===== src/design/counter_regs.svh =====
`ifndef COUNTER_REGS_SVH
`define COUNTER_REGS_SVH

// Register byte offsets
`define OFS_CTRL 8'h00
`define OFS_PRESET 8'h04
`define OFS_STATUS 8'h08
`define OFS_WRAPS 8'h0C
`define OFS_EVENTS 8'h10
`define OFS_COMPARE 8'h14

// Control fields
`define CTRL_OVR 0
`define CTRL_ENP 1
`define CTRL_ENT 2
`define CTRL_LOAD 3
`define CTRL_RST 3'h0
`define CTRL_MSB 2

// Status fields
`define STAT_CNT_LSB 0
`define STAT_CARRY 4
`define STAT_MODE_LSB 5
`define STAT_CLRPIN 7

// Event bits
`define EVT_WRAP 0
`define EVT_LOAD 1
`define EVT_CLEAR 2
`define EVT_MATCH 3
`define EVT_W 4
`define EVT_RST 4'h0

// Counter values
`define CNT_ZERO 4'h0
`define CNT_MAX 4'hF
`define CNT_STEP 4'h1
`define NIB_MSB 3
`define WRAP_RST 16'h0000
`define WRAP_STEP 16'h0001

// Bus answers
`define RESP_OKAY 2'h0
`define RESP_SLVERR 2'h2
`define DATA_ZERO 32'h0000_0000

`endif


===== src/design/counter_pkg.sv =====
package counter_pkg;

   typedef logic [3:0] count_t;

   typedef enum logic [1:0] {
      MODE_CLEAR,
      MODE_LOAD,
      MODE_COUNT,
      MODE_HOLD
   } mode_t;

endpackage : counter_pkg


===== src/design/count_if.sv =====
`timescale 1ns/1ps
`default_nettype none

interface count_if;
   logic loadN;
   logic count_enable_parallel;
   logic count_enable_trickle;
   counter_pkg::count_t preset;
   counter_pkg::count_t count;
   logic carry;
   counter_pkg::mode_t mode;

   modport stage (
      input loadN,
      input count_enable_parallel,
      input count_enable_trickle,
      input preset,
      output count,
      output carry,
      output mode
   );

   modport ctl (
      output loadN,
      output count_enable_parallel,
      output count_enable_trickle,
      output preset,
      input count,
      input carry,
      input mode
   );
endinterface : count_if

`default_nettype wire


===== src/design/counter_stage.sv =====
`timescale 1ns/1ps
`default_nettype none
`include "counter_regs.svh"

module counter_stage (
   // Clock and resets
   input wire logic clk,
   input wire logic rst,
   input wire logic clearN,
   // Control and count
   count_if.stage cif
);

   counter_pkg::count_t count_q;
   counter_pkg::count_t count_d;
   counter_pkg::mode_t mode;

   // Clear beats load, load beats the enables
   assign mode = !clearN ? counter_pkg::MODE_CLEAR :
      !cif.loadN ? counter_pkg::MODE_LOAD :
      (cif.count_enable_parallel && cif.count_enable_trickle) ? counter_pkg::MODE_COUNT :
      counter_pkg::MODE_HOLD;

   always_comb
   begin
      count_d = count_q;
      unique case (mode)
         counter_pkg::MODE_CLEAR: count_d = `CNT_ZERO;
         counter_pkg::MODE_LOAD: count_d = cif.preset;
         counter_pkg::MODE_COUNT: count_d = count_q + `CNT_STEP;
         counter_pkg::MODE_HOLD: count_d = count_q;
      endcase
   end

   // One register for all four bits; async clear needs no clock
   always_ff @(posedge clk or negedge clearN)
   begin
      if (!clearN)
         count_q <= `CNT_ZERO;
      else if (rst)
         count_q <= `CNT_ZERO;
      else
         count_q <= count_d;
   end

   assign cif.count = count_q;
   // Trickle enable feeds forward onto the carry
   assign cif.carry = cif.count_enable_trickle && (count_q == `CNT_MAX);
   assign cif.mode = mode;

endmodule : counter_stage

`default_nettype wire


===== src/design/preset_counter.sv =====
`timescale 1ns/1ps
`default_nettype none
`include "counter_regs.svh"

// Contract, with the override bit clear
// - Four count bits sit in one register and change together.
// - Count, hold and preset happen only at the rising clock edge.
// - Load low at an edge takes the preset data, ignoring both enables.
// - Any preset value from 0 to 15 is accepted.
// - Clear low zeroes the count at once, overriding clock, load, enables.
// - Count up only with load high and both enables high.
// - Carry is high while trickle enable is high and count is 15.
// - Trickle enable low forces the carry low even at 15.
// - Enable transitions at any clock level cause no spurious count change.
// - Load and enable changes reach the count only at the next rising edge.
// - Count wraps from 15 to 0.
// - Carry equals trickle enable ANDed with all four count bits.
module preset_counter (
   // Clock and reset
   input wire logic core_clk,
   input wire logic rst,
   // Counter pins
   input wire logic asyncClearN,
   input wire logic loadN,
   input wire logic countEnableParallel,
   input wire logic countEnableTrickle,
   input wire logic [3:0] presetData,
   output logic [3:0] countOut,
   output logic rippleCarryOut,
   // AXI4-Lite write address
   input wire logic [7:0] s_axi_awaddr,
   input wire logic s_axi_awvalid,
   output logic s_axi_awready,
   // AXI4-Lite write data
   input wire logic [31:0] s_axi_wdata,
   input wire logic [3:0] s_axi_wstrb,
   input wire logic s_axi_wvalid,
   output logic s_axi_wready,
   // AXI4-Lite write response
   output logic [1:0] s_axi_bresp,
   output logic s_axi_bvalid,
   input wire logic s_axi_bready,
   // AXI4-Lite read address
   input wire logic [7:0] s_axi_araddr,
   input wire logic s_axi_arvalid,
   output logic s_axi_arready,
   // AXI4-Lite read data
   output logic [31:0] s_axi_rdata,
   output logic [1:0] s_axi_rresp,
   output logic s_axi_rvalid,
   input wire logic s_axi_rready
);

   count_if cif ();

   counter_stage stage (
      .clk(core_clk),
      .rst(rst),
      .clearN(asyncClearN),
      .cif(cif)
   );

   // Write channel holding registers
   logic awHave_q;
   logic awHave_d;
   logic [7:0] awAddr_q;
   logic [7:0] awAddr_d;
   logic wHave_q;
   logic wHave_d;
   logic [31:0] wData_q;
   logic [31:0] wData_d;
   logic [3:0] wStrb_q;
   logic [3:0] wStrb_d;
   logic bValid_q;
   logic bValid_d;
   logic [1:0] bResp_q;
   logic [1:0] bResp_d;

   // Read channel registers
   logic rValid_q;
   logic rValid_d;
   logic [31:0] rData_q;
   logic [31:0] rData_d;
   logic [1:0] rResp_q;
   logic [1:0] rResp_d;

   // Software-visible state
   logic [2:0] ctrl_q;
   logic [2:0] ctrl_d;
   logic swLoad_q;
   logic swLoad_d;
   counter_pkg::count_t preset_q;
   counter_pkg::count_t preset_d;
   counter_pkg::count_t compare_q;
   counter_pkg::count_t compare_d;
   logic [15:0] wraps_q;
   logic [15:0] wraps_d;
   logic [`EVT_W-1:0] events_q;
   logic [`EVT_W-1:0] events_d;

   // Write decode
   logic doWrite;
   logic [7:0] wrWord;
   logic wrLane0;
   logic hitCtrlW;
   logic hitPresetW;
   logic hitStatusW;
   logic hitWrapsW;
   logic hitEventsW;
   logic hitCompareW;
   logic wrMapped;

   assign doWrite = awHave_q && wHave_q && !bValid_q;
   assign wrWord = {awAddr_q[7:2], 2'b00};
   assign wrLane0 = wStrb_q[0];
   assign hitCtrlW = wrWord == `OFS_CTRL;
   assign hitPresetW = wrWord == `OFS_PRESET;
   assign hitStatusW = wrWord == `OFS_STATUS;
   assign hitWrapsW = wrWord == `OFS_WRAPS;
   assign hitEventsW = wrWord == `OFS_EVENTS;
   assign hitCompareW = wrWord == `OFS_COMPARE;
   assign wrMapped = hitCtrlW || hitPresetW || hitStatusW || hitWrapsW
      || hitEventsW || hitCompareW;

   logic wrCtrl;
   logic wrPreset;
   logic wrEvents;
   logic wrCompare;

   assign wrCtrl = doWrite && hitCtrlW && wrLane0;
   assign wrPreset = doWrite && hitPresetW && wrLane0;
   assign wrEvents = doWrite && hitEventsW && wrLane0;
   assign wrCompare = doWrite && hitCompareW && wrLane0;

   // Write data fields
   logic [2:0] wrCtrlBits;
   logic wrLoadBit;
   counter_pkg::count_t wrNibble;
   logic [`EVT_W-1:0] evtClearMask;
   logic [15:0] wrapsNext;

   assign wrCtrlBits = wData_q[`CTRL_MSB:0];
   assign wrLoadBit = wData_q[`CTRL_LOAD];
   assign wrNibble = wData_q[`NIB_MSB:0];
   // Only a write to the event word may clear bits
   assign evtClearMask = wrEvents ? wData_q[`EVT_W-1:0] : `EVT_RST;
   // Sixteen bits roll over silently; software reads the difference
   assign wrapsNext = wraps_q + `WRAP_STEP;

   // Read decode
   logic arTake;
   logic [7:0] rdWord;
   logic hitCtrlR;
   logic hitPresetR;
   logic hitStatusR;
   logic hitWrapsR;
   logic hitEventsR;
   logic hitCompareR;
   logic rdMapped;

   assign arTake = s_axi_arvalid && s_axi_arready;
   assign rdWord = {s_axi_araddr[7:2], 2'b00};
   assign hitCtrlR = rdWord == `OFS_CTRL;
   assign hitPresetR = rdWord == `OFS_PRESET;
   assign hitStatusR = rdWord == `OFS_STATUS;
   assign hitWrapsR = rdWord == `OFS_WRAPS;
   assign hitEventsR = rdWord == `OFS_EVENTS;
   assign hitCompareR = rdWord == `OFS_COMPARE;
   assign rdMapped = hitCtrlR || hitPresetR || hitStatusR || hitWrapsR
      || hitEventsR || hitCompareR;

   // Control source: pins, or registers when override is set
   logic ovr;

   assign ovr = ctrl_q[`CTRL_OVR];
   // A software load pulse wins over a high load pin
   assign cif.loadN = (ovr ? 1'b1 : loadN) && !swLoad_q;
   assign cif.count_enable_parallel = ovr ? ctrl_q[`CTRL_ENP] : countEnableParallel;
   assign cif.count_enable_trickle = ovr ? ctrl_q[`CTRL_ENT] : countEnableTrickle;
   assign cif.preset = (ovr || swLoad_q) ? preset_q : presetData;

   assign countOut = cif.count;
   // Feeds the next stage's trickle enable
   assign rippleCarryOut = cif.carry;

   // Status word
   logic [31:0] statusWord;

   // Clear pin is read on the clock here; a clear shorter than a cycle can slip past
   assign statusWord = {24'h00_0000, !asyncClearN, cif.mode, cif.carry, cif.count};

   // Readable words, zero above each field
   logic [31:0] ctrlWord;
   logic [31:0] presetWord;
   logic [31:0] wrapsWord;
   logic [31:0] eventsWord;
   logic [31:0] compareWord;
   logic [31:0] rdSelect;

   assign ctrlWord = 32'(ctrl_q);
   assign presetWord = 32'(preset_q);
   assign wrapsWord = 32'(wraps_q);
   assign eventsWord = 32'(events_q);
   assign compareWord = 32'(compare_q);
   // Unmapped offsets read as zero alongside the error response
   assign rdSelect = hitCtrlR ? ctrlWord :
      hitPresetR ? presetWord :
      hitStatusR ? statusWord :
      hitWrapsR ? wrapsWord :
      hitEventsR ? eventsWord :
      hitCompareR ? compareWord :
      `DATA_ZERO;

   // Event sources, sampled on the clock
   logic [`EVT_W-1:0] evtSet;

   assign evtSet[`EVT_WRAP] = cif.mode == counter_pkg::MODE_COUNT && cif.count == `CNT_MAX;
   assign evtSet[`EVT_LOAD] = cif.mode == counter_pkg::MODE_LOAD;
   assign evtSet[`EVT_CLEAR] = !asyncClearN;
   assign evtSet[`EVT_MATCH] = cif.count == compare_q;

   always_comb
   begin
      awHave_d = awHave_q;
      awAddr_d = awAddr_q;
      wHave_d = wHave_q;
      wData_d = wData_q;
      wStrb_d = wStrb_q;
      bValid_d = bValid_q;
      bResp_d = bResp_q;
      if (s_axi_awvalid && s_axi_awready)
      begin
         awHave_d = 1'b1;
         awAddr_d = s_axi_awaddr;
      end
      if (s_axi_wvalid && s_axi_wready)
      begin
         wHave_d = 1'b1;
         wData_d = s_axi_wdata;
         wStrb_d = s_axi_wstrb;
      end
      if (doWrite)
      begin
         awHave_d = 1'b0;
         wHave_d = 1'b0;
         bValid_d = 1'b1;
         bResp_d = wrMapped ? `RESP_OKAY : `RESP_SLVERR;
      end
      else if (bValid_q && s_axi_bready)
         bValid_d = 1'b0;
   end

   always_comb
   begin
      rValid_d = rValid_q;
      rData_d = rData_q;
      rResp_d = rResp_q;
      if (arTake)
      begin
         rValid_d = 1'b1;
         rResp_d = rdMapped ? `RESP_OKAY : `RESP_SLVERR;
         rData_d = rdSelect;
      end
      else if (rValid_q && s_axi_rready)
         rValid_d = 1'b0;
   end

   always_comb
   begin
      ctrl_d = wrCtrl ? wrCtrlBits : ctrl_q;
      swLoad_d = wrCtrl && wrLoadBit;
      preset_d = wrPreset ? wrNibble : preset_q;
      compare_d = wrCompare ? wrNibble : compare_q;
      // Wrap tally follows the stage's own wrap condition
      wraps_d = evtSet[`EVT_WRAP] ? wrapsNext : wraps_q;
      // Write one to clear; a same-cycle event wins
      events_d = (events_q & ~evtClearMask) | evtSet;
   end

   // Handshake outputs stay combinational on purpose
   assign s_axi_awready = !awHave_q && !bValid_q;
   assign s_axi_wready = !wHave_q && !bValid_q;
   assign s_axi_arready = !rValid_q;
   assign s_axi_bvalid = bValid_q;
   assign s_axi_bresp = bResp_q;
   assign s_axi_rvalid = rValid_q;
   assign s_axi_rdata = rData_q;
   assign s_axi_rresp = rResp_q;

   always_ff @(posedge core_clk)
   begin
      if (rst)
      begin
         awHave_q <= 1'b0;
         wHave_q <= 1'b0;
         bValid_q <= 1'b0;
         rValid_q <= 1'b0;
      end
      else
      begin
         awHave_q <= awHave_d;
         wHave_q <= wHave_d;
         bValid_q <= bValid_d;
         rValid_q <= rValid_d;
      end
   end

   // Payload registers need no reset
   always_ff @(posedge core_clk)
   begin
      awAddr_q <= awAddr_d;
      wData_q <= wData_d;
      wStrb_q <= wStrb_d;
      bResp_q <= bResp_d;
      rData_q <= rData_d;
      rResp_q <= rResp_d;
   end

   always_ff @(posedge core_clk)
   begin
      if (rst)
      begin
         ctrl_q <= `CTRL_RST;
         swLoad_q <= 1'b0;
         preset_q <= `CNT_ZERO;
         compare_q <= `CNT_ZERO;
         wraps_q <= `WRAP_RST;
         events_q <= `EVT_RST;
      end
      else
      begin
         ctrl_q <= ctrl_d;
         swLoad_q <= swLoad_d;
         preset_q <= preset_d;
         compare_q <= compare_d;
         wraps_q <= wraps_d;
         events_q <= events_d;
      end
   end

endmodule : preset_counter

`default_nettype wire


===== config.mk =====
export PLATFORM = sky130hd
export DESIGN_NAME = preset_counter
export DESIGN_NICKNAME = d
export VERILOG_FILES = /design/src/design/counter_pkg.sv /design/src/design/count_if.sv /design/src/design/counter_stage.sv /design/src/design/preset_counter.sv
export VERILOG_INCLUDE_DIRS = /design/src /design/src/design
export SDC_FILE = /design/constraint.sdc
export NUM_CORES = 1
export LEC_CHECK = 0
export ABC_AREA = 1
export BUFFER_PORTS_ARGS = -buffer_cell sky130_fd_sc_hd__buf_2
export CAP_MARGIN = 25
export CELL_PAD_IN_SITES_DETAIL_PLACEMENT = 0
export CELL_PAD_IN_SITES_GLOBAL_PLACEMENT = 2
export CORE_UTILIZATION = 30
export CTS_BUF_LIST = sky130_fd_sc_hd__clkbuf_4
export DETAILED_ROUTE_END_ITERATION = 8
export GPL_ROUTABILITY_DRIVEN = 0
export HOLD_SLACK_MARGIN = 0.15
export PLACE_DENSITY = 0.83
export REMOVE_ABC_BUFFERS = 1
export SLEW_MARGIN = 15
export SYNTH_ARGS = -nofsm -noshare
export SYNTH_HDL_FRONTEND = slang
export SYNTH_SLANG_ARGS = --single-unit
export TNS_END_PERCENT = 5

===== constraint.sdc =====
create_clock -name core_clk -period 2.9 [get_ports core_clk]
set_clock_uncertainty 0.1 [all_clocks]
set_input_delay 0.145 -clock core_clk [delete_from_list [all_inputs] [get_ports core_clk]]
set_output_delay 0.145 -clock core_clk [all_outputs]
set_load 0.05 [all_outputs]

==> results.json <==
{
  "status": "finished, violations left",
  "violations": "design-rule violations",
  "syn_area_sq_mm": 0.00359,
  "rsz0062_at_grt": "false",
  "hold_buffers": 35,
  "tightest_slew_ps": 949,
  "fin_crit_ps": 2230,
  "vdd_drop_max_uv": 236,
  "layout_commonest_cell": "nand2_1",
  "dieArea_sq_mm": 0.0124,
  "drv_cap": 0,
  "area_growth_pct": 22.8,
  "core_sq_mm": 0.0115,
  "grt_antenna_before_repair": 0,
  "die_h_um": 111,
  "synth-seq-area-share_pct": 47.1,
  "crit_type": "reg -> out",
  "initialDrtViolationCount": 162,
  "diodes": 0,
  "post_cts_buffers": 0,
  "wl_um": 9110,
  "setup_viol": 0,
  "p_switching_w": 0.000625,
  "grt_pass1_wl_um": 14800,
  "clk_pin_slew_worst_paths_ps": 130,
  "vias": 3131,
  "grt_busiest_layer": "met2",
  "cts_buffer_depth": 2,
  "synth_cell_types": 38,
  "die_w_um": 111,
  "sw_frac_of_total_pct": 32.1,
  "worstHoldEndpoint": "s_axi_rdata[1]",
  "instances_no_fill": 686,
  "syn_inst": 441,
  "reg2reg_to": "stage.cif.count[0]",
  "synth_edf_count": 29,
  "cp_data_required_time_ps": 2650,
  "final_nets": 607,
  "hold_class": "in -> reg",
  "p_seq_share_pct": 55.1,
  "critPathLaunchType": "flop",
  "r2r_slack_ps": 830,
  "cts_tree": "yes",
  "grt-ovfl-total": 0,
  "viasPerCell": 4.56,
  "firstDrtPassIters": 6,
  "fmax_mhz": 448,
  "reg2reg_depth": 7,
  "layout-drive-gt1-share_pct": 19.5,
  "tns_ps": 0,
  "portBuffers": 59,
  "grt.total_usage_pct": 15.3,
  "htree_levels": 3,
  "first_global_vias": 2993,
  "layout_common_cells": "103 x nand2_1, 62 x nor2_1, 59 x buf_2",
  "timing.hold.ws_ps": 183,
  "crit_fanout": 6,
  "grt_max_degree": 27,
  "p_leak_nw": 1.77,
  "yosys_warnings": 0,
  "async_flop_share_pct": 5.80,
  "p_comb_share_pct": 15.9,
  "crit_start": "stage.cif.count[0]",
  "drc_errors": 8,
  "ant_nets": 0,
  "avgSynthCellArea_sq_um": 8.14,
  "power.internal_w": 0.00132,
  "cts_root_buf": "clkbuf_4",
  "num_rows": 39,
  "fillerInstances": 1180,
  "timing.final.ws_setup_ps": 669,
  "grtUsageMet2_pct": 24.9,
  "dp_slack_ps": 1140,
  "start_util_pct": 31.2,
  "synth_flop_cell": "dfxtp_1",
  "fin_crit_sh_pct": 76.9,
  "dp_cells": 635,
  "final_hold_viol_count": 0,
  "final_util_pct": 38.3,
  "min_from": "s_axi_araddr[7]",
  "ios": 113,
  "avgRoutedWirePerCell_um": 13.3,
  "min_path_cells": 5,
  "grtUsageMet1_pct": 19.6,
  "clkLatencyLatePin_ps": 450,
  "cts_resized": 0,
  "final_max_slew_viol_count": 0,
  "use_met3_pct": 3.21,
  "r2r_start": "ctrl_q[0]",
  "pwr-share-clk_pct": 29.0,
  "ys_ff_latch": 69,
  "slew_headroom_pct": 36.6,
  "clkSinkCount": 69,
  "cp.arrival_ps": 1990,
  "cts_buffers": 9,
  "hpwl_um": 6510,
  "worstSetupEndpointType": "output port",
  "power.density_mw_per_mm2": 441
}
synth_stat cells (5+ instances only):
cell	instances	area, sq um
a21oi_1	17	85.1
o21ai_0	28	140
nand3_1	22	110
nor2_1	62	233
inv_1	35	131
dfxtp_1	36	721
nand2_1	103	387
nand4_1	16	100
xor2_1	8	70.1
xnor2_1	5	43.8
a21oi_2	9	78.8
inv_2	5	18.8
buf_4	18	135
edfxtp_1	29	871
nor3_1	6	30.0
nor2_2	5	31.3
metrics by stage:
step / power, W / cell area (sq um)
2_1_floorplan: 0.00129 / 3460
3_3_place_gp: 0.00136 / 3940
3_5_place_dp: 0.00137 / 3940
4_1_cts: 0.00197 / 4410
5_1_grt: 0.00204 / 4410
6_report: 0.00194 / 4410
final cells by class:
cell class | instances | area [sq um] | share of cell area (%)
clock inverter | 6 | 38.8 | 0.880
tap | 143 | 179 | 4.06
clock buffer | 10 | 75.1 | 1.70
sequential | 69 | 1690 | 38.4
timing repair buffer | 95 | 653 | 14.8
inverter | 40 | 150 | 3.41
multi-input combinational | 323 | 1620 | 36.7
kinds of logic (layout without fill, tap and decap cells):
family	Yosys count	after routing	share of synthesized area, %
flip-flops	69	69	47.1
AO/OA/AOI/OAI	62	62	10.0
XOR/XNOR	13	13	3.17
AND/OR/NAND/NOR	228	228	29.3
other	1	18	0.105
adder cells (fa/ha/maj)	2	2	0.697
buffers and inverters	66	151	9.55
worst max-delay path by stage:
stage                     end  slack (ps)  depth (start not counted)
3_5_place_dp       wraps_q[1]        1140                          7
5_1_grt        rippleCarryOut         510                          6
2_1_floorplan  s_axi_rdata[4]         370                          7
6_report       rippleCarryOut         670                          6
4_1_cts        rippleCarryOut         630                          6
3_3_place_gp   rippleCarryOut        1140                          6
per-layer routing:
layer,share of wire (%),vias up
met5,0,-
li1,-,1610
met3,3.6,12
met4,1.8,0
met2,47,69
met1,48,1440
power by group through the flow:
| stage | registers, W | logic (W) | clock network, W |
|---|---|---|---|
| after floorplan | 0.00115 | 0.000135 | 0 |
| after global placement | 0.00109 | 0.000271 | 0 |
| after detailed placement | 0.00109 | 0.000274 | 0 |
| after CTS | 0.00107 | 0.000309 | 0.000592 |
| after global routing | 0.00108 | 0.000328 | 0.000633 |
| final | 0.00107 | 0.000308 | 0.000564 |
sequential cells by signal, summed over array words and instances, names as in the netlist, 3 cells and up:
register / cells
s_axi_rdata: 16
wraps_q: 16
awAddr_q: 6
compare_q: 4
events_q: 4
preset_q: 4
stage.cif.count: 4
wData_q: 4
ctrl_q: 3
worst max-delay path, stage by stage, from the launching register on:
cell and delay, ps:
dfrtp_1 480, ha_1 230, nand2_2 70, nor2_2 170, inv_2 90, a21oi_1 190, buf_2 300
Note: power is estimated with default switching activity, not from simulation.
